File: src/logic/status_led_defs.svh
// Timing and code constants for the status LED flash encoder.
`ifndef STATUS_LED_DEFS_SVH
`define STATUS_LED_DEFS_SVH

`define LED_CLOCK_HZ        100000000
`define LED_LONG_ON_MS      1000
`define LED_LONG_OFF_MS     1000
`define LED_SHORT_ON_MS     200
`define LED_SHORT_OFF_MS    200
`define LED_GAP_MS          3000
`define LED_TEST_HALF_MS    250
`define LED_MS_CYCLES       (`LED_CLOCK_HZ / 1000)
`define LED_CODE_MAX        99
`define LED_DIGIT_MAX       4'h9
`define LED_CODE_W          7

`endif

File: src/logic/status_led_pkg.sv
// Types shared by the status LED flash encoder.
package status_led_pkg;

    typedef enum logic [2:0]
    {
        ST_TEST       = 3'b000,
        ST_GAP        = 3'b001,
        ST_LONG_ON    = 3'b011,
        ST_LONG_OFF   = 3'b010,
        ST_SHORT_ON   = 3'b110,
        ST_SHORT_OFF  = 3'b111,
        ST_READY      = 3'b101
    } led_state_t;

endpackage

File: src/logic/ms_tick.sv
// Millisecond time base derived from the system clock.
`timescale 1ns/1ps
`include "status_led_defs.svh"

module ms_tick
#(
    parameter int CYCLES_PER_MS = `LED_MS_CYCLES
)
(
    input  wire logic clock,   // System clock.
    input  wire logic rst_n,   // Synchronous reset, active low.
    output logic      tick     // One-cycle pulse each millisecond.
);

    localparam int CW = $clog2(CYCLES_PER_MS + 1);

    if (CYCLES_PER_MS < 1)
    begin : g_chk_cycles
        $error("CYCLES_PER_MS must be at least one");
    end

    logic [CW-1:0] count_reg;
    wire           wrap = (count_reg == CW'(CYCLES_PER_MS - 1));

    always_ff @(posedge clock)
    begin
        if (!rst_n)
            count_reg <= '0;
        else if (wrap)
            count_reg <= '0;
        else
            count_reg <= count_reg + CW'(1);
    end

    always_ff @(posedge clock)
    begin
        if (!rst_n)
            tick <= 1'b0;
        else
            tick <= wrap;
    end

endmodule

File: src/logic/status_led_flash_encoder.sv
// Status LED driver: self-test blink, steady ready and flashed two-digit codes.
`timescale 1ns/1ps
`include "status_led_defs.svh"

// ****************************************************************
// Overview of operation
// Blink LED while self test runs.
// Steady on once tests pass and addressed.
// Accept codes zero to ninety-nine.
// Three second dark gap, repeat forever.
// Long flash: one second on, one off.
// Long flash count is tens plus one.
// Short flash on for one fifth second.
// Short flash count is ones plus one.
// After upgrade, flash the result code.
// Internal error leaves steady, flashes code.
// Short flash off one fifth second.
// ****************************************************************

module status_led_flash_encoder
#(
    parameter int CYCLES_PER_MS = `LED_MS_CYCLES,
    parameter int LONG_ON_MS    = `LED_LONG_ON_MS,
    parameter int LONG_OFF_MS   = `LED_LONG_OFF_MS,
    parameter int SHORT_ON_MS   = `LED_SHORT_ON_MS,
    parameter int SHORT_OFF_MS  = `LED_SHORT_OFF_MS,
    parameter int GAP_MS        = `LED_GAP_MS,
    parameter int TEST_HALF_MS  = `LED_TEST_HALF_MS
)
(
    input  wire logic                   clock,        // 100 MHz system clock.
    input  wire logic                   rst_n,        // Synchronous reset, active low.
    input  wire logic                   self_test,    // Self test running, level.
    input  wire logic                   ready,        // Tests passed and address held, level.
    input  wire logic                   code_valid,   // Start or replace code, one-cycle pulse.
    input  wire logic [`LED_CODE_W-1:0] code,         // Code to flash, 0 to 99.
    input  wire logic                   code_stop,    // End code signalling, one-cycle pulse.
    output logic                        led_on,       // LED drive, high lights the LED.
    output logic                        code_active,  // High while a code is being flashed.
    output logic                        code_reject   // Out-of-range code seen, one-cycle pulse.
);

    // ****************************************************************
    // Parameter checks
    // ****************************************************************

    if (CYCLES_PER_MS < 1)
    begin : g_chk_cycles
        $error("CYCLES_PER_MS must be at least one");
    end

    if (LONG_ON_MS < 1)
    begin : g_chk_long_on
        $error("LONG_ON_MS must be at least one");
    end

    if (LONG_OFF_MS < 1)
    begin : g_chk_long_off
        $error("LONG_OFF_MS must be at least one");
    end

    if (SHORT_ON_MS < 1)
    begin : g_chk_short_on
        $error("SHORT_ON_MS must be at least one");
    end

    if (SHORT_OFF_MS < 1)
    begin : g_chk_short_off
        $error("SHORT_OFF_MS must be at least one");
    end

    if (GAP_MS < 1)
    begin : g_chk_gap
        $error("GAP_MS must be at least one");
    end

    if (TEST_HALF_MS < 1)
    begin : g_chk_test_half
        $error("TEST_HALF_MS must be at least one");
    end

    if (`LED_CODE_MAX >= (1 << `LED_CODE_W))
    begin : g_chk_code_w
        $error("Code width cannot hold the largest code");
    end

    // The phase counter must hold the longest phase of all.
    localparam int MAX_A = (GAP_MS > LONG_ON_MS) ? GAP_MS : LONG_ON_MS;
    localparam int MAX_B = (MAX_A > LONG_OFF_MS) ? MAX_A : LONG_OFF_MS;
    localparam int MAX_C = (MAX_B > SHORT_ON_MS) ? MAX_B : SHORT_ON_MS;
    localparam int MAX_D = (MAX_C > SHORT_OFF_MS) ? MAX_C : SHORT_OFF_MS;
    localparam int MAXMS = (MAX_D > TEST_HALF_MS) ? MAX_D : TEST_HALF_MS;
    localparam int MW    = $clog2(MAXMS + 1) + 1;

    // ****************************************************************
    // Time base
    // ****************************************************************

    logic tick;

    ms_tick #(.CYCLES_PER_MS(CYCLES_PER_MS)) u_tick
    (
        .clock (clock),
        .rst_n (rst_n),
        .tick  (tick)
    );

    // ****************************************************************
    // Code acceptance and digit split
    // ****************************************************************

    // Codes above the top value are refused and leave the pattern running.
    wire        code_ok   = (code <= `LED_CODE_W'(`LED_CODE_MAX));
    wire        code_take = code_valid && code_ok;
    wire [3:0]  tens_in   = 4'(code / `LED_CODE_W'(10));
    wire [3:0]  ones_in   = 4'(code % `LED_CODE_W'(10));

    logic [3:0] tens_reg;
    logic [3:0] ones_reg;
    logic       active_reg;

    always_ff @(posedge clock)
    begin
        if (!rst_n)
        begin
            tens_reg <= 4'h0;
            ones_reg <= 4'h0;
        end
        else if (code_take)
        begin
            tens_reg <= tens_in;
            ones_reg <= ones_in;
        end
    end

    // A new code wins over a stop arriving in the same cycle.
    always_ff @(posedge clock)
    begin
        if (!rst_n)
            active_reg <= 1'b0;
        else if (code_take)
            active_reg <= 1'b1;
        else if (code_stop)
            active_reg <= 1'b0;
    end

    // ****************************************************************
    // Refusal of out-of-range codes
    // ****************************************************************

    always_ff @(posedge clock)
    begin
        if (!rst_n)
            code_reject <= 1'b0;
        else
            code_reject <= code_valid && !code_ok;
    end

    // ****************************************************************
    // Status outputs
    // ****************************************************************

    assign code_active = active_reg;

    // ****************************************************************
    // Phase sequencer
    // ****************************************************************

    status_led_pkg::led_state_t state_reg;
    status_led_pkg::led_state_t state_next;
    logic [MW-1:0]              ms_reg;
    logic [3:0]                 flash_reg;
    logic                       test_led_reg;

    // Each phase lasts this many millisecond ticks.
    logic [MW-1:0] phase_len;
    always_comb
    begin
        case (state_reg)
            status_led_pkg::ST_GAP:       phase_len = MW'(GAP_MS);
            status_led_pkg::ST_LONG_ON:   phase_len = MW'(LONG_ON_MS);
            status_led_pkg::ST_LONG_OFF:  phase_len = MW'(LONG_OFF_MS);
            status_led_pkg::ST_SHORT_ON:  phase_len = MW'(SHORT_ON_MS);
            status_led_pkg::ST_SHORT_OFF: phase_len = MW'(SHORT_OFF_MS);
            default:                      phase_len = MW'(TEST_HALF_MS);
        endcase
    end

    wire phase_done = tick && (ms_reg >= phase_len - MW'(1));
    wire long_last  = (flash_reg == tens_reg);
    wire short_last = (flash_reg == ones_reg);

    wire in_test      = (state_reg == status_led_pkg::ST_TEST);
    wire in_gap       = (state_reg == status_led_pkg::ST_GAP);
    wire in_long_off  = (state_reg == status_led_pkg::ST_LONG_OFF);
    wire in_short_off = (state_reg == status_led_pkg::ST_SHORT_OFF);
    wire show_ready   = ready && !self_test;

    // A take restarts the pattern from the dark gap, even in mid-flash.
    // Without a code the LED follows the self-test and ready levels.
    always_comb
    begin
        state_next = state_reg;
        if (code_take)
            state_next = status_led_pkg::ST_GAP;
        else if (!active_reg)
            state_next = show_ready ? status_led_pkg::ST_READY : status_led_pkg::ST_TEST;
        else if (phase_done)
        begin
            case (state_reg)
                status_led_pkg::ST_GAP:       state_next = status_led_pkg::ST_LONG_ON;
                status_led_pkg::ST_LONG_ON:   state_next = status_led_pkg::ST_LONG_OFF;
                status_led_pkg::ST_LONG_OFF:
                    state_next = long_last ? status_led_pkg::ST_SHORT_ON : status_led_pkg::ST_LONG_ON;
                status_led_pkg::ST_SHORT_ON:  state_next = status_led_pkg::ST_SHORT_OFF;
                status_led_pkg::ST_SHORT_OFF:
                    state_next = short_last ? status_led_pkg::ST_GAP : status_led_pkg::ST_SHORT_ON;
                default:                      state_next = status_led_pkg::ST_GAP;
            endcase
        end
    end

    // ****************************************************************
    // Phase timing
    // ****************************************************************

    // Restarting the count on every phase change keeps each phase a whole number of ticks.
    wire state_change = (state_next != state_reg) || code_take;
    wire ms_clear     = state_change || phase_done;

    always_ff @(posedge clock)
    begin
        if (!rst_n)
            state_reg <= status_led_pkg::ST_TEST;
        else
            state_reg <= state_next;
    end

    always_ff @(posedge clock)
    begin
        if (!rst_n)
            ms_reg <= '0;
        else if (ms_clear)
            ms_reg <= '0;
        else if (tick)
            ms_reg <= ms_reg + MW'(1);
    end

    // ****************************************************************
    // Digit counter
    // ****************************************************************

    // Flash counter restarts when a digit's run begins.
    wire flash_reset = code_take
                    || in_gap
                    || (phase_done && in_long_off && long_last);
    wire flash_step  = phase_done
                    && (in_long_off || in_short_off);

    always_ff @(posedge clock)
    begin
        if (!rst_n)
            flash_reg <= 4'h0;
        else if (flash_reset)
            flash_reg <= 4'h0;
        else if (flash_step)
            flash_reg <= flash_reg + 4'h1;
    end

    // ****************************************************************
    // Self-test blink
    // ****************************************************************

    // The blink starts lit so the LED shows life as soon as reset lifts.
    always_ff @(posedge clock)
    begin
        if (!rst_n)
            test_led_reg <= 1'b1;
        else if (!in_test)
            test_led_reg <= 1'b1;
        else if (phase_done)
            test_led_reg <= !test_led_reg;
    end

    // ****************************************************************
    // LED output
    // ****************************************************************

    // The drive is registered so the pin never shows decode glitches.
    wire next_lit  = (state_next == status_led_pkg::ST_LONG_ON) || (state_next == status_led_pkg::ST_SHORT_ON);
    wire next_test = (state_next == status_led_pkg::ST_TEST);
    wire next_rdy  = (state_next == status_led_pkg::ST_READY);
    wire led_next  = next_rdy || next_lit || (next_test && test_led_reg);

    always_ff @(posedge clock)
    begin
        if (!rst_n)
            led_on <= 1'b0;
        else
            led_on <= led_next;
    end

endmodule

File: config.mk
export PLATFORM = sky130hd
export DESIGN_NAME = status_led_flash_encoder
export DESIGN_NICKNAME = d
export VERILOG_FILES = /design/src/logic/status_led_pkg.sv /design/src/logic/ms_tick.sv /design/src/logic/status_led_flash_encoder.sv
export VERILOG_INCLUDE_DIRS = /design/src /design/src/logic
export SDC_FILE = /design/constraint.sdc
export NUM_CORES = 1
export LEC_CHECK = 0
export ABC_AREA = 1
export BUFFER_PORTS_ARGS = -buffer_cell sky130_fd_sc_hd__buf_2
export CORE_MARGIN = 4
export CORE_UTILIZATION = 30
export CTS_BUF_LIST = sky130_fd_sc_hd__clkbuf_8
export CTS_CLUSTER_DIAMETER = 150
export CTS_CLUSTER_SIZE = 40
export DETAILED_ROUTE_END_ITERATION = 7
export PLACE_DENSITY = 0.56
export SLEW_MARGIN = 20
export SYNTH_ARGS = -nofsm -noshare
export SYNTH_HDL_FRONTEND = slang
export SYNTH_SLANG_ARGS = --single-unit
File: constraint.sdc
create_clock -name clock -period 2.7 [get_ports clock]
set_clock_uncertainty 0.1 [all_clocks]
set_input_delay 0.405 -clock clock [delete_from_list [all_inputs] [get_ports clock]]
set_output_delay 0.405 -clock clock [all_outputs]
set_load 0.05 [all_outputs]
==> summary.md <==
| Metric | Value |
|---|---|
| Failing checks | `setup timing` |
| Synthesis Warnings | `0` |
| Estimated wirelength of the detail-placed design | `4800 um` |
| Count leader, synth | `nand2_1` |
| Final nets | `487` |
| Ys async rst share | `0%` |
| Share of layout cells above drive strength 1 | `22.1%` |
| Final cell count without fillers | `595` |
| Initial antenna violation count | `0` |
| IO buf count | `15` |
| Crit path max fanout | `7` |
| PnR worst setup slack | `-8.19 ps` |
| Worst endpoint required time | `2850 ps` |
| Synthesized cell area | `2990 sq um` |
| GPL Wtd Cong | `0.869` |
| Number of synthesized register bits | `50` |
| Power per cell area | `423 nW/um^2` |
| Top post-synthesis cells by area | `dfxtp_1, nand2_1, inv_1, nor2_1, ha_1` |
| Filler cells | `1041` |
| Vias per cell | `4.46` |
| Synth cell types | `43` |
| Cell area after layout | `3560 sq um` |
| Vias in the first global route | `2515` |
| Num CTS Buffers | `5` |
| Synthesized instance count | `428` |
| TritonCTS Sinks | `50` |
| # DRC | `0` |
| Kind of cell adding the most delay to the critical path | `simple AND/OR/NAND/NOR gates` |
| Dpl cells | `577` |
| CP Launch Type | `register` |
| Grt ovf | `0` |
| CP arrival | `2860 ps` |
| Routed wire per std cell | `10.8 um` |
| Total track usage | `11.7%` |
| Die height | `108 um` |
| Area delta synth->final | `19.4%` |
| Hold buffer count at CTS | `0` |
| Period utilization | `100%` |
| Setup CP Type | `reg -> reg` |
| EDFF count, synth | `0` |
| Max Cap Viol | `0` |
| Final Max Tran Viols | `0` |
| Status | `finished, violations left` |
| DRT Pass-1 Iters | `4` |
| Final wirelength | `6420 um` |
| Max VDD drop | `0.209 mV` |
| LEAKAGE | `0.00154 uW` |
| Post-synthesis sequential area ratio | `33.5%` |
| Largest net degree at the start of global routing | `17` |
| RSZ-0062 raised after global routing | `true` |
| Die Area | `11600 sq um` |
| Max reg flops | `17` |
| Global-route wire length before repair | `11200 um` |
| Buf/Inv on CP | `2` |
| Largest area contributor in the netlist | `dfxtp_1` |
| Max Root-Sink Buffers | `2` |
| Commonest cells in the netlist | `nand2_1, inv_1, dfxtp_1` |
| Slowest stage delay, CP | `370 ps` |
| CTS tree | `yes` |
| Setup crit end kind | `register` |
| Placed cell area | `3230 sq um` |
| Clk root buf | `clkbuf_8` |
| Clock latency on the worst-skew pair | `310 ps` |
| H-Tree Depth | `2` |
| Final hold violations | `0` |
| Final Util | `36.6%` |
| Setup Viol. Count Final | `4` |
| Vias | `2656` |
| Synth Flop Type | `dfxtp_1` |
| Synth top area share | `33.5%` |
| Avg Inst Size Synth | `6.98 sq um` |
| Synthesized net count | `454` |
| Clock slew at reported path FFs | `90 ps` |
| Sequence of cells on the critical path | `clkinv_4 > nor3_4 > inv_2 > ha_4 > nand2_2 > nor3_2 > nor2b_2 > nand2_1 > nand2_2 > nand2_4 > a21oi_2 > nand2_2 > nand2_4 > nand2_4 > xor2_4 > nand3_4 > nor2_2` |
| Core outline area | `9730 sq um` |
| Slew HR | `69.9%` |
| Row cnt | `36` |
| Minimum clock period | `2710 ps` |
| Accumulated negative setup slack | `-17.6 ps` |
| Worst min-delay path class | `in -> reg` |
| Slew @ Worst Pin | `449 ps` |
| Antenna Nets Post-Route | `0` |
| Starting Density | `30.7%` |
| Critical-path top delay cell | `dfxtp_2` |
| Die W | `108 um` |
| Diodes inserted | `0` |
| Iter 0 DRT Violations | `82` |
| Max frequency | `369 MHz` |
| Top Ports | `16` |
kinds of logic after synthesis:
| family | Yosys count | share of synthesized area, % |
|---|---|---|
| flops | 50 | 33.5 |
| fa+ha+maj | 13 | 5.45 |
| xor+xnor | 22 | 6.96 |
| simple gates | 232 | 36.8 |
| compound gates | 38 | 7.25 |
| buf+inv | 72 | 9.64 |
| mux | 1 | 0.335 |
repair_timing:
action	CTS	global route
setup endpoints to repair	13	14
pin swaps	1	21
setup buffers	0	9
gates cloned	1	0
resized for setup	7	27
layout make-up:
type                       count  area, sq um  area share [%]
multi-input combinational    307         1840            51.6
sequential                    50         1010            28.3
inverter                      69          272            7.62
timing repair buffer          28          180            5.06
tap                          133          166            4.67
clock buffer                   6         82.6            2.32
clock inverter                 2         16.3           0.456
final timing paths:
check / cells after the start / slack (ps) / start / end
setup reg to reg: 17 / -8 / state_reg[0]$_SDFF_PN0_ / ms_reg[5]$_SDFFE_PP0P_
hold reg to reg: 1 / 350 / u_tick.count_reg[0]$_SDFF_PP0_ / u_tick.count_reg[0]$_SDFF_PP0_
hold / removal: 2 / 180 / code_stop / code_active$_SDFFE_PN0P_
setup / recovery: 17 / -8 / state_reg[0]$_SDFF_PN0_ / ms_reg[5]$_SDFFE_PP0P_
power breakdown:
| group | switching [uW] | internal [uW] | leakage (uW) |
|---|---|---|---|
| registers | 13.6 | 756 | 0.000407 |
| clock network | 262 | 211 | 0.0000478 |
| logic | 165 | 98.1 | 0.00109 |
placed cells by master (no fill, tap or decap), types with 3 or more instances in the layout:
cell type,instances
nand2_1,86
inv_1,55
dfxtp_1,47
nor2_1,46
nand3_1,32
buf_2,15
a21oi_1,14
nand2_2,14
nor3_1,14
xor2_1,13
nor2_2,13
buf_4,11
o21ai_0,10
ha_1,10
inv_2,9
xnor2_1,7
nand4_1,6
clkbuf_8,6
nand2_4,3
nand3_4,3
nor3b_1,3
nor4_1,3
ha_4,3
through the flow:
step / setup slack [ps] / hold slack, ps / power [uW]
CTS: 8.32 / 169 / 1500
floorplan: 198 / 318 / 951
finish: -8.19 / 180 / 1510
global placement: -23.8 / 335 / 1000
global route: -193 / 172 / 1600
detailed placement: -107 / 338 / 1000
routing by layer:
layer | up-vias | track usage [%] | part of all wire, %
li1 | 1430 | - | -
met1 | 1188 | 15.8 | 51
met2 | 27 | 18.7 | 45
met3 | 11 | 2.04 | 2.1
met4 | 0 | 4.24 | 1.7
met5 | - | 0 | 0
(Power assumes the default switching activity.)
